$ cat src/pcm_map.svh
// Constants of the performance counter bank: register codes, command bits,
// event codes, counter counts and item counts.
// Assumes it is included by the package and the testbench by bare name.
`ifndef PCM_MAP_SVH
`define PCM_MAP_SVH

// Register codes carried on the debug register port.
`define PCM_REG_EVENT_SELECT   8'h51
`define PCM_REG_COMMAND        8'h52
`define PCM_REG_SAMPLED_FLAGS  8'h53
`define PCM_REG_SNAPSHOT_ITEM  8'h56
`define PCM_REG_PRELOAD_ITEM   8'h57

// Command bit positions.
`define PCM_CMD_CLEAR   4
`define PCM_CMD_START   3
`define PCM_CMD_STOP    2
`define PCM_CMD_SAMPLE  1
`define PCM_CMD_RESET   0

// Status bit positions.
`define PCM_FLAG_OVF    1
`define PCM_FLAG_FULL   0

// Event codes and the event select field.
`define PCM_SEL_W        8
`define PCM_EVT_NUM      64
`define PCM_EVT_CYCLES   30
`define PCM_LAT_BASE     8'h39
`define PCM_LAT_NUM      7

// Counter configuration and item counts.
`define PCM_NUM_EVT      5
`define PCM_NUM_LAT      1
`define PCM_NUM_CTR      6
`define PCM_IDX_W        3
`define PCM_ITEM_W       32
`define PCM_EVT_ITEMS_32 1
`define PCM_EVT_ITEMS_W  2
`define PCM_LAT_ITEMS_32 4
`define PCM_LAT_ITEMS_W  7
`define PCM_LAT_CNT_W    32

`endif

$ cat src/pcm_pkg.sv
// Types shared by the performance counter bank.
// Assumes pcm_map.svh is reachable on the include path.
`include "pcm_map.svh"

package pcm_pkg;

  typedef enum logic [7:0] {
    PCM_ACC_EVENT_SELECT  = `PCM_REG_EVENT_SELECT,
    PCM_ACC_COMMAND       = `PCM_REG_COMMAND,
    PCM_ACC_SAMPLED_FLAGS = `PCM_REG_SAMPLED_FLAGS,
    PCM_ACC_SNAPSHOT_ITEM = `PCM_REG_SNAPSHOT_ITEM,
    PCM_ACC_PRELOAD_ITEM  = `PCM_REG_PRELOAD_ITEM
  } pcm_acc_t;

  typedef logic [`PCM_IDX_W-1:0]  pcm_idx_t;
  typedef logic [`PCM_ITEM_W-1:0] pcm_item_t;
  typedef logic [1:0]             pcm_flags_t;

endpackage : pcm_pkg

$ cat src/pcm_evt_ctr.sv
// One event counter with overflow flag and item-wise preload.
// Assumes hit comes from logic on ref_clk.
`timescale 1ns/100ps

module pcm_evt_ctr
  import pcm_pkg::*;
#(
  parameter int unsigned CW = 32
) (
  // Clock and reset
  input  wire logic          ref_clk,
  input  wire logic          reset_n,
  // Control
  input  wire logic          clear,
  input  wire logic          run,
  input  wire logic          hit,
  // Preload
  input  wire logic          load_en,
  input  wire logic          load_hi,
  input  wire pcm_item_t     load_data,
  // State
  output logic [CW-1:0]      count,
  output logic               ovf
);

  typedef struct packed {
    logic [CW-1:0] cnt;
    logic          ovf;
  } pcm_evt_st_t;

  pcm_evt_st_t q, d;
  logic [CW:0] inc;
  logic [63:0] cnt64;

  always_comb begin
    d     = q;
    inc   = {1'b0, q.cnt} + (CW+1)'(1);
    cnt64 = 64'(q.cnt);
    if (run && hit) begin
      d.cnt = inc[CW-1:0];
      if (inc[CW]) begin
        d.ovf = 1'b1;
      end
    end
    if (load_en) begin
      // A 64-bit staging copy keeps every part-select legal at width 32.
      cnt64 = 64'(d.cnt);
      if (load_hi) begin
        cnt64[63:32] = load_data;
      end else begin
        cnt64[31:0] = load_data;
      end
      d.cnt = CW'(cnt64);
    end
    if (clear) begin
      d = '0;
    end
  end

  always_ff @(posedge ref_clk or negedge reset_n) begin
    if (!reset_n) begin
      q <= '0;
    end else begin
      q <= d;
    end
  end

  assign count = q.cnt;
  assign ovf   = q.ovf;

  a_ovf_wrap: assert property (@(posedge ref_clk)
    disable iff (!reset_n)
    run && hit && (&q.cnt) && !clear && !load_en |=> ovf && count == '0)
    else $error("counter wrap did not raise overflow");

endmodule : pcm_evt_ctr

$ cat src/pcm_lat_ctr.sv
// One latency counter: occurrences, sum, squared sum, minimum, maximum.
// Assumes begin and end strobes come from logic on ref_clk.
`timescale 1ns/100ps

module pcm_lat_ctr
  import pcm_pkg::*;
#(
  parameter int unsigned CW = 32,
  parameter int unsigned LW = 16
) (
  // Clock and reset
  input  wire logic          ref_clk,
  input  wire logic          reset_n,
  // Control
  input  wire logic          clear,
  input  wire logic          run,
  input  wire logic          lat_go,
  input  wire logic          lat_done,
  // Preload
  input  wire logic          load_en,
  input  wire pcm_idx_t      load_item,
  input  wire pcm_item_t     load_data,
  // State
  output logic [31:0]        occ,
  output logic [CW-1:0]      sum,
  output logic [CW-1:0]      sqsum,
  output logic [LW-1:0]      lat_min,
  output logic [LW-1:0]      lat_max,
  output logic               full,
  output logic               ovf
);

  typedef struct packed {
    logic          busy;
    logic [LW-1:0] cur;
    logic [31:0]   occ;
    logic [CW-1:0] sum;
    logic [CW-1:0] sq;
    logic [LW-1:0] mn;
    logic [LW-1:0] mx;
    logic          full;
    logic          ovf;
  } pcm_lat_st_t;

  pcm_lat_st_t q, d;
  logic [32:0]     occ_n;
  logic [CW:0]     sum_n;
  logic [CW:0]     sq_n;
  logic [2*LW-1:0] sqv;
  logic [63:0]     sum64;
  logic [63:0]     sq64;

  always_comb begin
    d     = q;
    sum64 = 64'(q.sum);
    sq64  = 64'(q.sq);
    occ_n = {1'b0, q.occ} + 33'(1);
    sum_n = {1'b0, q.sum} + (CW+1)'(q.cur);
    sqv   = (2*LW)'(q.cur) * (2*LW)'(q.cur);
    sq_n  = {1'b0, q.sq} + (CW+1)'(sqv);
    if (run) begin
      if (q.busy && !lat_done && !(&q.cur)) begin
        d.cur = q.cur + LW'(1);
      end
      if (q.busy && lat_done) begin
        d.busy = 1'b0;
        d.occ  = occ_n[31:0];
        d.sum  = sum_n[CW-1:0];
        d.sq   = sq_n[CW-1:0];
        d.ovf  = q.ovf | occ_n[32] | sum_n[CW] | sq_n[CW];
        if (q.occ == '0 || q.cur < q.mn) begin
          d.mn = q.cur;
        end
        if (q.occ == '0 || q.cur > q.mx) begin
          d.mx = q.cur;
        end
      end
      if (lat_go) begin
        if (q.busy && !lat_done) begin
          // The running measurement is kept; the new one is lost.
          d.full = 1'b1;
        end else begin
          d.busy = 1'b1;
          d.cur  = '0;
        end
      end
    end
    if (load_en) begin
      if (CW == 32) begin
        unique case (load_item)
          3'd0:    d.occ = load_data;
          3'd1:    d.sum = CW'(load_data);
          3'd2:    d.sq  = CW'(load_data);
          default: {d.mn, d.mx} = (2*LW)'(load_data);
        endcase
      end else begin
        sum64 = 64'(d.sum);
        sq64  = 64'(d.sq);
        unique case (load_item)
          3'd0:    d.occ = load_data;
          3'd1:    sum64[63:32] = load_data;
          3'd2:    sum64[31:0] = load_data;
          3'd3:    sq64[63:32] = load_data;
          3'd4:    sq64[31:0] = load_data;
          3'd5:    d.mn = LW'(load_data);
          default: d.mx = LW'(load_data);
        endcase
        d.sum = CW'(sum64);
        d.sq  = CW'(sq64);
      end
    end
    if (clear) begin
      d = '0;
    end
  end

  always_ff @(posedge ref_clk or negedge reset_n) begin
    if (!reset_n) begin
      q <= '0;
    end else begin
      q <= d;
    end
  end

  assign occ     = q.occ;
  assign sum     = q.sum;
  assign sqsum   = q.sq;
  assign lat_min = q.mn;
  assign lat_max = q.mx;
  assign full    = q.full;
  assign ovf     = q.ovf;

  a_lat_pileup: assert property (@(posedge ref_clk)
    disable iff (!reset_n)
    run && q.busy && lat_go && !lat_done && !clear |=> full)
    else $error("overlapping latency start did not set full");

endmodule : pcm_lat_ctr

$ cat src/pcm_top.sv
// Performance counter bank with its debug register port.
// Assumes the debug module issues one-cycle read or write strobes with a
// register code, and that event strobes come from logic on ref_clk.
// Function
// - Event select write sets the selected counter's 8-bit event code.
// - Each event select write advances the shared counter pointer.
// - Command bit 4 clears all counters to zero.
// - Command bit 3 starts all counters in the same cycle.
// - Command bit 2 stops all counters in the same cycle.
// - Command bit 1 snapshots all flags and values at one instant.
// - Command bit 0 returns the shared pointer to the first counter.
// - Command register is write-only; reads have no side effect.
// - Status read returns selected counter's flags, then advances pointer.
// - Writes to status and snapshot registers are ignored.
// - Status bit 1 shows counter overflow past its maximum.
// - Status bit 0 shows a latency start before the previous ended.
// - Snapshot reads give 32-bit items, event counters then latency.
// - Width 32: one event item, the occurrence count.
// - Width 32: latency count, sum, squared sum, min and max halves.
// - Width 48: first event item holds the upper 16 count bits.
// - Width 48: seven latency items, sums split 16 upper, 32 lower.
// - Width 64: event items are upper then lower 32 count bits.
// - Width 64: seven latency items, sums split upper then lower.
// - Preload writes fill items in the same order as reads.
// - Event select and preload are write-only; reads have no effect.
// - Code 0 counts instructions, 30 cycles, 57 to 63 latencies.
`timescale 1ns/100ps

module pcm_top
  import pcm_pkg::*;
#(
  parameter int unsigned COUNTER_WIDTH = 32
) (
  // Clock and reset
  input  wire logic         ref_clk,
  input  wire logic         reset_n,
  // Debug register port
  input  wire logic         dbg_wr,
  input  wire logic         dbg_rd,
  input  wire logic [7:0]   dbg_reg,
  input  wire pcm_item_t    dbg_wdata,
  output pcm_item_t         dbg_rdata,
  output logic              dbg_rvalid,
  // Processor events
  input  wire logic [63:0]  evt_in,
  input  wire logic [6:0]   lat_begin,
  input  wire logic [6:0]   lat_end,
  // State
  output logic              counting
);

  localparam int unsigned CW  = COUNTER_WIDTH;
  localparam int unsigned LW  = (CW == 32) ? 16 : 32;
  localparam int unsigned NE  = `PCM_NUM_EVT;
  localparam int unsigned NL  = `PCM_NUM_LAT;
  localparam int unsigned NC  = `PCM_NUM_CTR;
  localparam int unsigned EVI =
    (CW == 32) ? `PCM_EVT_ITEMS_32 : `PCM_EVT_ITEMS_W;
  localparam int unsigned LTI =
    (CW == 32) ? `PCM_LAT_ITEMS_32 : `PCM_LAT_ITEMS_W;

  typedef struct packed {
    logic                                  run;
    pcm_idx_t                              ctr;
    pcm_idx_t                              item;
    logic [NC-1:0][`PCM_SEL_W-1:0]         sel;
    logic [NC-1:0][1:0]                    snap_flag;
    logic [NE-1:0][CW-1:0]                 snap_evt;
    logic [NL-1:0][`PCM_LAT_CNT_W-1:0]     snap_occ;
    logic [NL-1:0][CW-1:0]                 snap_sum;
    logic [NL-1:0][CW-1:0]                 snap_sq;
    logic [NL-1:0][LW-1:0]                 snap_min;
    logic [NL-1:0][LW-1:0]                 snap_max;
    pcm_item_t                             rdata;
    logic                                  rvalid;
  } pcm_top_st_t;

  pcm_top_st_t q, d;

  // Live counter state from the counter instances.
  logic [NE-1:0][CW-1:0]             evt_cnt;
  logic [NE-1:0]                     evt_ovf;
  logic [NL-1:0][`PCM_LAT_CNT_W-1:0] lat_occ;
  logic [NL-1:0][CW-1:0]             lat_sum;
  logic [NL-1:0][CW-1:0]             lat_sq;
  logic [NL-1:0][LW-1:0]             lat_min;
  logic [NL-1:0][LW-1:0]             lat_max;
  logic [NL-1:0]                     lat_full;
  logic [NL-1:0]                     lat_ovf;
  logic [NC-1:0][1:0]                flags;

  // Decoded accesses.
  logic          wr_sel;
  logic          wr_cmd;
  logic          rd_flag;
  logic          rd_item;
  logic          wr_item;
  logic          do_clear;
  logic          step_ctr;
  logic          step_item;
  logic [63:0]   evt_vec;
  pcm_item_t     item_val;
  logic [NC-1:0] load_en;

  assign wr_sel   = dbg_wr && dbg_reg == PCM_ACC_EVENT_SELECT;
  assign wr_cmd   = dbg_wr && dbg_reg == PCM_ACC_COMMAND;
  assign wr_item  = dbg_wr && dbg_reg == PCM_ACC_PRELOAD_ITEM;
  // Writes to the two read-only codes decode to nothing at all.
  assign rd_flag  = dbg_rd && dbg_reg == PCM_ACC_SAMPLED_FLAGS;
  assign rd_item  = dbg_rd && dbg_reg == PCM_ACC_SNAPSHOT_ITEM;
  assign do_clear = wr_cmd && dbg_wdata[`PCM_CMD_CLEAR];
  assign step_ctr  = wr_sel || rd_flag;
  assign step_item = rd_item || wr_item;

  // The cycle event is generated here so code 30 counts every clock.
  always_comb begin
    evt_vec                  = evt_in;
    evt_vec[`PCM_EVT_CYCLES] = 1'b1;
  end

  genvar g;
  generate
    for (g = 0; g < NE; g++) begin : g_evt
      logic hit;
      assign hit = q.sel[g] < 8'(`PCM_EVT_NUM) &&
                   evt_vec[q.sel[g][5:0]];
      assign load_en[g] = wr_item && q.ctr == pcm_idx_t'(g);
      assign flags[g]   = {evt_ovf[g], 1'b0};
      pcm_evt_ctr #(.CW(CW)) u_evt (
        .ref_clk   (ref_clk),
        .reset_n   (reset_n),
        .clear     (do_clear),
        .run       (q.run),
        .hit       (hit),
        .load_en   (load_en[g]),
        .load_hi   (EVI > 1 && q.item == '0),
        .load_data (dbg_wdata),
        .count     (evt_cnt[g]),
        .ovf       (evt_ovf[g])
      );
    end
    for (g = 0; g < NL; g++) begin : g_lat
      logic [7:0] code;
      logic       in_rng;
      assign code   = q.sel[NE+g] - `PCM_LAT_BASE;
      assign in_rng = q.sel[NE+g] >= `PCM_LAT_BASE &&
                      code < 8'(`PCM_LAT_NUM);
      assign load_en[NE+g] = wr_item && q.ctr == pcm_idx_t'(NE + g);
      assign flags[NE+g]   = {lat_ovf[g], lat_full[g]};
      pcm_lat_ctr #(.CW(CW), .LW(LW)) u_lat (
        .ref_clk   (ref_clk),
        .reset_n   (reset_n),
        .clear     (do_clear),
        .run       (q.run),
        .lat_go    (in_rng && lat_begin[code[2:0]]),
        .lat_done  (in_rng && lat_end[code[2:0]]),
        .load_en   (load_en[NE+g]),
        .load_item (q.item),
        .load_data (dbg_wdata),
        .occ       (lat_occ[g]),
        .sum       (lat_sum[g]),
        .sqsum     (lat_sq[g]),
        .lat_min   (lat_min[g]),
        .lat_max   (lat_max[g]),
        .full      (lat_full[g]),
        .ovf       (lat_ovf[g])
      );
    end
  endgenerate

  // Snapshot item selected by the shared pointer.
  always_comb begin
    logic [63:0] ev;
    logic [63:0] sm;
    logic [63:0] sq;
    int unsigned li;
    ev       = '0;
    sm       = '0;
    sq       = '0;
    li       = 0;
    item_val = '0;
    if (q.ctr < pcm_idx_t'(NE)) begin
      ev = 64'(q.snap_evt[q.ctr]);
      if (EVI == 1) begin
        item_val = ev[31:0];
      end else begin
        item_val = (q.item == '0) ? ev[63:32] : ev[31:0];
      end
    end else begin
      li = 32'(q.ctr) - NE;
      sm = 64'(q.snap_sum[li]);
      sq = 64'(q.snap_sq[li]);
      if (CW == 32) begin
        unique case (q.item)
          3'd0:    item_val = q.snap_occ[li];
          3'd1:    item_val = sm[31:0];
          3'd2:    item_val = sq[31:0];
          default: item_val = 32'({q.snap_min[li], q.snap_max[li]});
        endcase
      end else begin
        unique case (q.item)
          3'd0:    item_val = q.snap_occ[li];
          3'd1:    item_val = sm[63:32];
          3'd2:    item_val = sm[31:0];
          3'd3:    item_val = sq[63:32];
          3'd4:    item_val = sq[31:0];
          3'd5:    item_val = 32'(q.snap_min[li]);
          default: item_val = 32'(q.snap_max[li]);
        endcase
      end
    end
  end

  always_comb begin
    d        = q;
    d.rvalid = dbg_rd;
    // Reads of write-only codes answer zero and move nothing.
    d.rdata  = '0;
    if (rd_flag) begin
      d.rdata = 32'(q.snap_flag[q.ctr]);
    end
    if (rd_item) begin
      d.rdata = item_val;
    end
    if (wr_sel) begin
      d.sel[q.ctr] = dbg_wdata[`PCM_SEL_W-1:0];
    end
    if (step_item && q.ctr < pcm_idx_t'(NC)) begin
      if (32'(q.item) + 1 <
          ((q.ctr < pcm_idx_t'(NE)) ? EVI : LTI)) begin
        d.item = q.item + 3'd1;
      end else begin
        d.item = '0;
        d.ctr  = (q.ctr == pcm_idx_t'(NC - 1)) ? '0 : q.ctr + 3'd1;
      end
    end
    if (step_ctr) begin
      d.item = '0;
      d.ctr  = (q.ctr == pcm_idx_t'(NC - 1)) ? '0 : q.ctr + 3'd1;
    end
    if (wr_cmd) begin
      if (dbg_wdata[`PCM_CMD_START]) begin
        d.run = 1'b1;
      end
      // Stop wins when start and stop are written together.
      if (dbg_wdata[`PCM_CMD_STOP]) begin
        d.run = 1'b0;
      end
      if (dbg_wdata[`PCM_CMD_SAMPLE]) begin
        d.snap_flag = flags;
        d.snap_evt  = evt_cnt;
        d.snap_occ  = lat_occ;
        d.snap_sum  = lat_sum;
        d.snap_sq   = lat_sq;
        d.snap_min  = lat_min;
        d.snap_max  = lat_max;
      end
      if (dbg_wdata[`PCM_CMD_RESET]) begin
        d.ctr  = '0;
        d.item = '0;
      end
    end
  end

  always_ff @(posedge ref_clk or negedge reset_n) begin
    if (!reset_n) begin
      q <= '0;
    end else begin
      q <= d;
    end
  end

  assign dbg_rdata  = q.rdata;
  assign dbg_rvalid = q.rvalid;
  assign counting   = q.run;

  a_clear_zeroes: assert property (@(posedge ref_clk)
    disable iff (!reset_n)
    do_clear |=> evt_cnt[0] == '0 && lat_occ[0] == '0)
    else $error("clear left a counter nonzero");

  a_start_runs: assert property (@(posedge ref_clk)
    disable iff (!reset_n)
    wr_cmd && dbg_wdata[`PCM_CMD_START] && !dbg_wdata[`PCM_CMD_STOP]
    |=> counting)
    else $error("start did not enable counting");

  a_stop_freezes: assert property (@(posedge ref_clk)
    disable iff (!reset_n)
    wr_cmd && dbg_wdata[`PCM_CMD_STOP] ##1 !dbg_wr[*2]
    |-> !counting && $stable(evt_cnt))
    else $error("counters moved after stop");

  a_sample_snap: assert property (@(posedge ref_clk)
    disable iff (!reset_n)
    wr_cmd && dbg_wdata[`PCM_CMD_SAMPLE]
    |=> q.snap_evt[0] == $past(evt_cnt[0]) && q.snap_flag == $past(flags))
    else $error("snapshot differs from live counters");

  a_snap_holds: assert property (@(posedge ref_clk)
    disable iff (!reset_n)
    !(wr_cmd && dbg_wdata[`PCM_CMD_SAMPLE]) |=> $stable(q.snap_evt))
    else $error("snapshot changed without sample");

  a_ptr_home: assert property (@(posedge ref_clk)
    disable iff (!reset_n)
    wr_cmd && dbg_wdata[`PCM_CMD_RESET] |=> q.ctr == '0 && q.item == '0)
    else $error("pointer not returned to first counter");

  a_status_read: assert property (@(posedge ref_clk)
    disable iff (!reset_n)
    rd_flag && q.ctr < pcm_idx_t'(NC - 1)
    |=> dbg_rvalid && dbg_rdata == 32'($past(q.snap_flag[q.ctr]))
        && q.ctr == $past(q.ctr) + 3'd1)
    else $error("status read wrong or pointer not advanced");

  a_select_step: assert property (@(posedge ref_clk)
    disable iff (!reset_n)
    wr_sel && q.ctr == '0
    |=> q.ctr == 3'd1 && q.sel[0] == $past(dbg_wdata[7:0]))
    else $error("event select not stored or pointer stuck");

  a_ro_ignored: assert property (@(posedge ref_clk)
    disable iff (!reset_n)
    dbg_wr && !dbg_rd && (dbg_reg == PCM_ACC_SAMPLED_FLAGS ||
    dbg_reg == PCM_ACC_SNAPSHOT_ITEM) |=> $stable(q.ctr) && $stable(q.sel))
    else $error("write to read-only register had effect");

  a_wo_reads: assert property (@(posedge ref_clk)
    disable iff (!reset_n)
    dbg_rd && !dbg_wr && (dbg_reg == PCM_ACC_COMMAND ||
    dbg_reg == PCM_ACC_EVENT_SELECT || dbg_reg == PCM_ACC_PRELOAD_ITEM)
    |=> $stable(q.ctr) && $stable(q.item) && $stable(q.run))
    else $error("read of write-only register had effect");

endmodule : pcm_top

$ cat config.mk
export PLATFORM = sky130hd
export DESIGN_NAME = pcm_top
export DESIGN_NICKNAME = d
export VERILOG_FILES = /design/src/pcm_pkg.sv /design/src/pcm_evt_ctr.sv /design/src/pcm_lat_ctr.sv /design/src/pcm_top.sv
export VERILOG_INCLUDE_DIRS = /design/src
export SDC_FILE = /design/constraint.sdc
export NUM_CORES = 2
export LEC_CHECK = 0
export CORE_UTILIZATION = 50
export CTS_CLUSTER_SIZE = 12
export DETAILED_ROUTE_END_ITERATION = 7
export DONT_BUFFER_PORTS = 1
export PLACE_DENSITY = 0.62
export SLEW_MARGIN = 10
export SYNTH_ARGS = -nofsm -noshare
export SYNTH_HDL_FRONTEND = slang
export SYNTH_SLANG_ARGS = --single-unit
$ cat constraint.sdc
create_clock -name ref_clk -period 8.9 [get_ports ref_clk]
set_input_delay 0.89 -clock ref_clk [delete_from_list [all_inputs] [get_ports ref_clk]]
set_output_delay 0.89 -clock ref_clk [all_outputs]
set_load 0.05 [all_outputs]
==> impl_metrics.csv <==
group,metric,value,unit
run_status,run_status,"finished, final reports clean",
floorplan,die_w,306,um
logic_synthesis,ys.flop_type,"dfrtp_1",
drt,wl_per_cell,25.6,um
clocking,cts.hold.buffers_added,3,
clocking,cts.sinks,695,
global_route,grt_max_degree,624,
logic_synthesis,synthCells,4620,
drt,viasPerCell,6.16,
clocking,cts_buffers,78,
pwr,switchingPower,2.08,mW
floorplan,start_util,0.504,
drt,drtIter0Drc,3483,
final_layout,fin_util,0.538,
logic_synthesis,netlist_top_cells_count,"dfrtp_1 (695), nand2_1 (442), inv_1 (413)",
timing,worstMarginPinSlew,1.35,ns
worst_setup_path,critPathRequiredTime,9.40,ns
logic_synthesis,ys.warnings.count,0,
logic_synthesis,synth_top_area_share,0.377,
global_route,first_global_vias,33400,
timing,fmax,139,MHz
pwr,pwr-share-seq,0.445,
worst_setup_path,cp_slowest_cell,"dfrtp_1",
drt,ant_nets,0,
global_route,grt.total_usage,0.311,
timing,setup_tns,0,ns
logic_synthesis,synthArstFlopShare,1.00,
pwr,pwr-share-comb,0.124,
logic_synthesis,synthTopCellsByArea,"dfrtp_1 (38%), fa_1 (8.4%), mux2_2 (7.3%), mux4_2 (4.9%), ha_1 (4.6%)",
global_route,antenna_found_initial,8,
worst_setup_path,crit_chain,"and2_1 -> inv_1 -> fa_1 -> inv_1 -> fa_1 -> inv_1 -> fa_1 -> inv_1 -> fa_1 -> fa_1 -> inv_1 -> fa_1 -> inv_1 -> ha_1 -> nand4_1 -> nor4_1 -> o2111ai_1 -> and2_1 -> a31oi_1 -> a31oi_1 -> xnor2_1 -> a21oi_1",
logic_synthesis,synth-edff-count,0,
floorplan,die_h,306,um
place,dp_hpwl,100,mm
job,cap_violations,0,
clocking,cts_max_path_buffers,3,
final_layout,area_growth,6.84,%
floorplan,core_area,91500,sq um
pwr,swShare,0.279,
timing,layout_min_cycle_time,7.17,ns
timing,setup_viol,0,
pwr,pwr-share-clk,0.431,
place,port_buffers,0,
logic_synthesis,avgSynthCellArea,9.98,sq um
pwr,internal_power,5.39,mW
timing,min_period_over_period,0.806,
final_layout,drive_gt1_frac,0.141,
timing,worst_slack,1.73,ns
clocking,cts.reportedPaths.clkPinSlew,0.06,ns
pwr,p_per_area,152,nW/um^2
timing,clock_skew,0.0198,ns
hold_path,hp-class,"in -> async",
worst_setup_path,slowest_delay,0.94,ns
place,routabilityCongestion,0.947,
worst_setup_path,cp-start-kind,"flip-flop",
pwr,leakage,23.0,nW
global_route,overflow,0,
logic_synthesis,synth-seq-cells,695,
logic_synthesis,ys_seq_area_frac,0.377,
floorplan,pin_count,156,
timing,slew_headroom,0.0781,
worst_setup_path,arrival,7.67,ns
logic_synthesis,syn_area,46100,sq um
timing,hold_violations,0,
timing,holdWs,0.134,ns
clocking,worstSkewPairLatency,0.64,ns
timing,rsz0062_at_grt,"no",
final_layout,nNetsFinal,4908,
logic_synthesis,yosysMostFrequentCell,"dfrtp_1",
logic_synthesis,synth.distinct_cells,83,
drt,vias,34900,
worst_setup_path,path_max_fanout,14,
worst_setup_path,critical_path.endpoint_type,"flip-flop",
clocking,cts_tree,"done",
clocking,cts_resized,0,
final_layout,fillCellCount,8106,
clocking,htree_levels,3,
drt,first_pass_iters,6,
logic_synthesis,syn_nets,5106,
logic_synthesis,yosys.area.top_type,"dfrtp_1",
worst_setup_path,path_class,"reg -> reg",
drt,remaining_drc_errors,0,
pwr,vdd_drop_max,0.114,mV
place,pre_cts_slack,1.93,ns
timing,slew_violations,0,
drt,wirelength,145,mm
floorplan,num_rows,111,
clocking,cts-root-buf,"clkbuf_16",
global_route,grt_pass1_wl,217,mm
floorplan,die-area,93400,sq um
clocking,postCtsSetupRepairBufs,0,
==> state kept, by name (all words and copies together) (netlist names) <==
register	flops
g_lat.u_lat.full	1
counting	1
dbg_rvalid	1
g_lat.u_lat.sqsum	32
g_lat.u_lat.occ	32
g_lat.u_lat.q	17
dbg_rdata	32
g_evt.u_evt.ovf	5
g_lat.u_lat.lat_min	16
g_lat.u_lat.ovf	1
q	349
g_lat.u_lat.lat_max	16
g_evt.u_evt.count	160
g_lat.u_lat.sum	32
==> critical path, delay by kind of cell, from the launching register on <==
| family | cells | cell delay (ns) |
|---|---|---|
| flip-flops | 1 | 0.94 |
| buffers and inverters | 6 | 0.30 |
| AO/OA/AOI/OAI | 4 | 0.91 |
| XOR/XNOR | 1 | 0.38 |
| AND/OR/NAND/NOR | 4 | 1.20 |
| adder cells (fa/ha/maj) | 7 | 3.26 |
==> power by group through the flow <==
stage                     combinational, mW  sequential, mW  clock, mW
after floorplan                       0.580            3.32          0
after global placement                0.828            3.38          0
after detailed placement              0.837            3.38          0
after CTS                             0.852            3.32       3.27
after global routing                  0.982            3.33       3.39
final                                 0.925            3.32       3.22
==> per-layer routing <==
layer | track usage | up-vias | wire (um)
li1 | - | 15600 | -
met1 | 0.474 | 17600 | 65600
met2 | 0.430 | 1437 | 59800
met3 | 0.0653 | 207 | 13800
met4 | 0.118 | 4 | 5500
met5 | 0 | - | 89
==> metrics by stage <==
step	total power, mW	instances	instance area [sq um]
6_report	7.46	5663	49300
3_3_place_gp	4.21	5521	46600
5_1_grt	7.71	5662	49300
4_1_cts	7.44	5658	49200
3_5_place_dp	4.22	5521	46600
2_1_floorplan	3.90	4620	46100
==> logic make-up after synthesis <==
| group | count (synthesis) | synth area share |
|---|---|---|
| buffers and inverters | 752 | 0.0654 |
| adders and majority gates | 364 | 0.130 |
| DFF | 695 | 0.377 |
| AOI/OAI and AO/OA | 945 | 0.125 |
| muxes | 492 | 0.142 |
| and+or+nand+nor | 1143 | 0.116 |
| xor gates and xnor gates | 229 | 0.0435 |
==> final timing paths <==
path / startpoint / end / slack [ns] / cells past startpoint
min in group ref_clk: dbg_rd / dbg_rvalid$_DFF_PN0_ / 0.28 / 0
worst min register to register: q[58]$_DFFE_PN0P_ / q[58]$_DFFE_PN0P_ / 0.48 / 2
worst max register to register: g_lat[0].u_lat.q[139]$_DFFE_PN0P_ / g_lat[0].u_lat.ovf$_DFFE_PN0P_ / 1.73 / 22
max in group asynchronous: reset_n / q[335]$_DFFE_PN0P_ / 7.13 / 2
worst min-delay path: reset_n / g_lat[0].u_lat.occ[25]$_DFF_PN0_ / 0.13 / 1
worst max-delay path: g_lat[0].u_lat.q[139]$_DFFE_PN0P_ / g_lat[0].u_lat.ovf$_DFFE_PN0P_ / 1.73 / 22
==> placed cells by master (no fill, tap or decap), drive strengths merged, types with 18 or more instances in the layout <==
cell    count
mux2i      91
inv       418
mux2      300
a311oi     30
xnor2     104
fa        193
o31ai      19
nand4      61
nor4       20
and3       61
a22oi      38
buf        59
o211ai     18
ha        171
o22ai      26
clkbuf    108
mux4      101
nor2      249
and2       52
a211oi     57
dfrtp     695
a21o       31
nand2     442
nand3     105
nor2b      21
o22a       27
o21ai     304
a21oi     296
nor3       59
xor2      125
==> final cells by class <==
cell class	instances	area (sq um)	share of cell area
Tap cell	1186	1480	0.0301
Antenna cell	1	2.50	0.0000508
Inverter	413	1550	0.0315
Timing Repair Buffer	61	563	0.0114
Clock inverter	26	284	0.00577
Clock buffer	108	2210	0.0448
Multi-Input combinational cell	3173	25800	0.523
Sequential cell	695	17400	0.353
(Power assumes the default switching activity.)
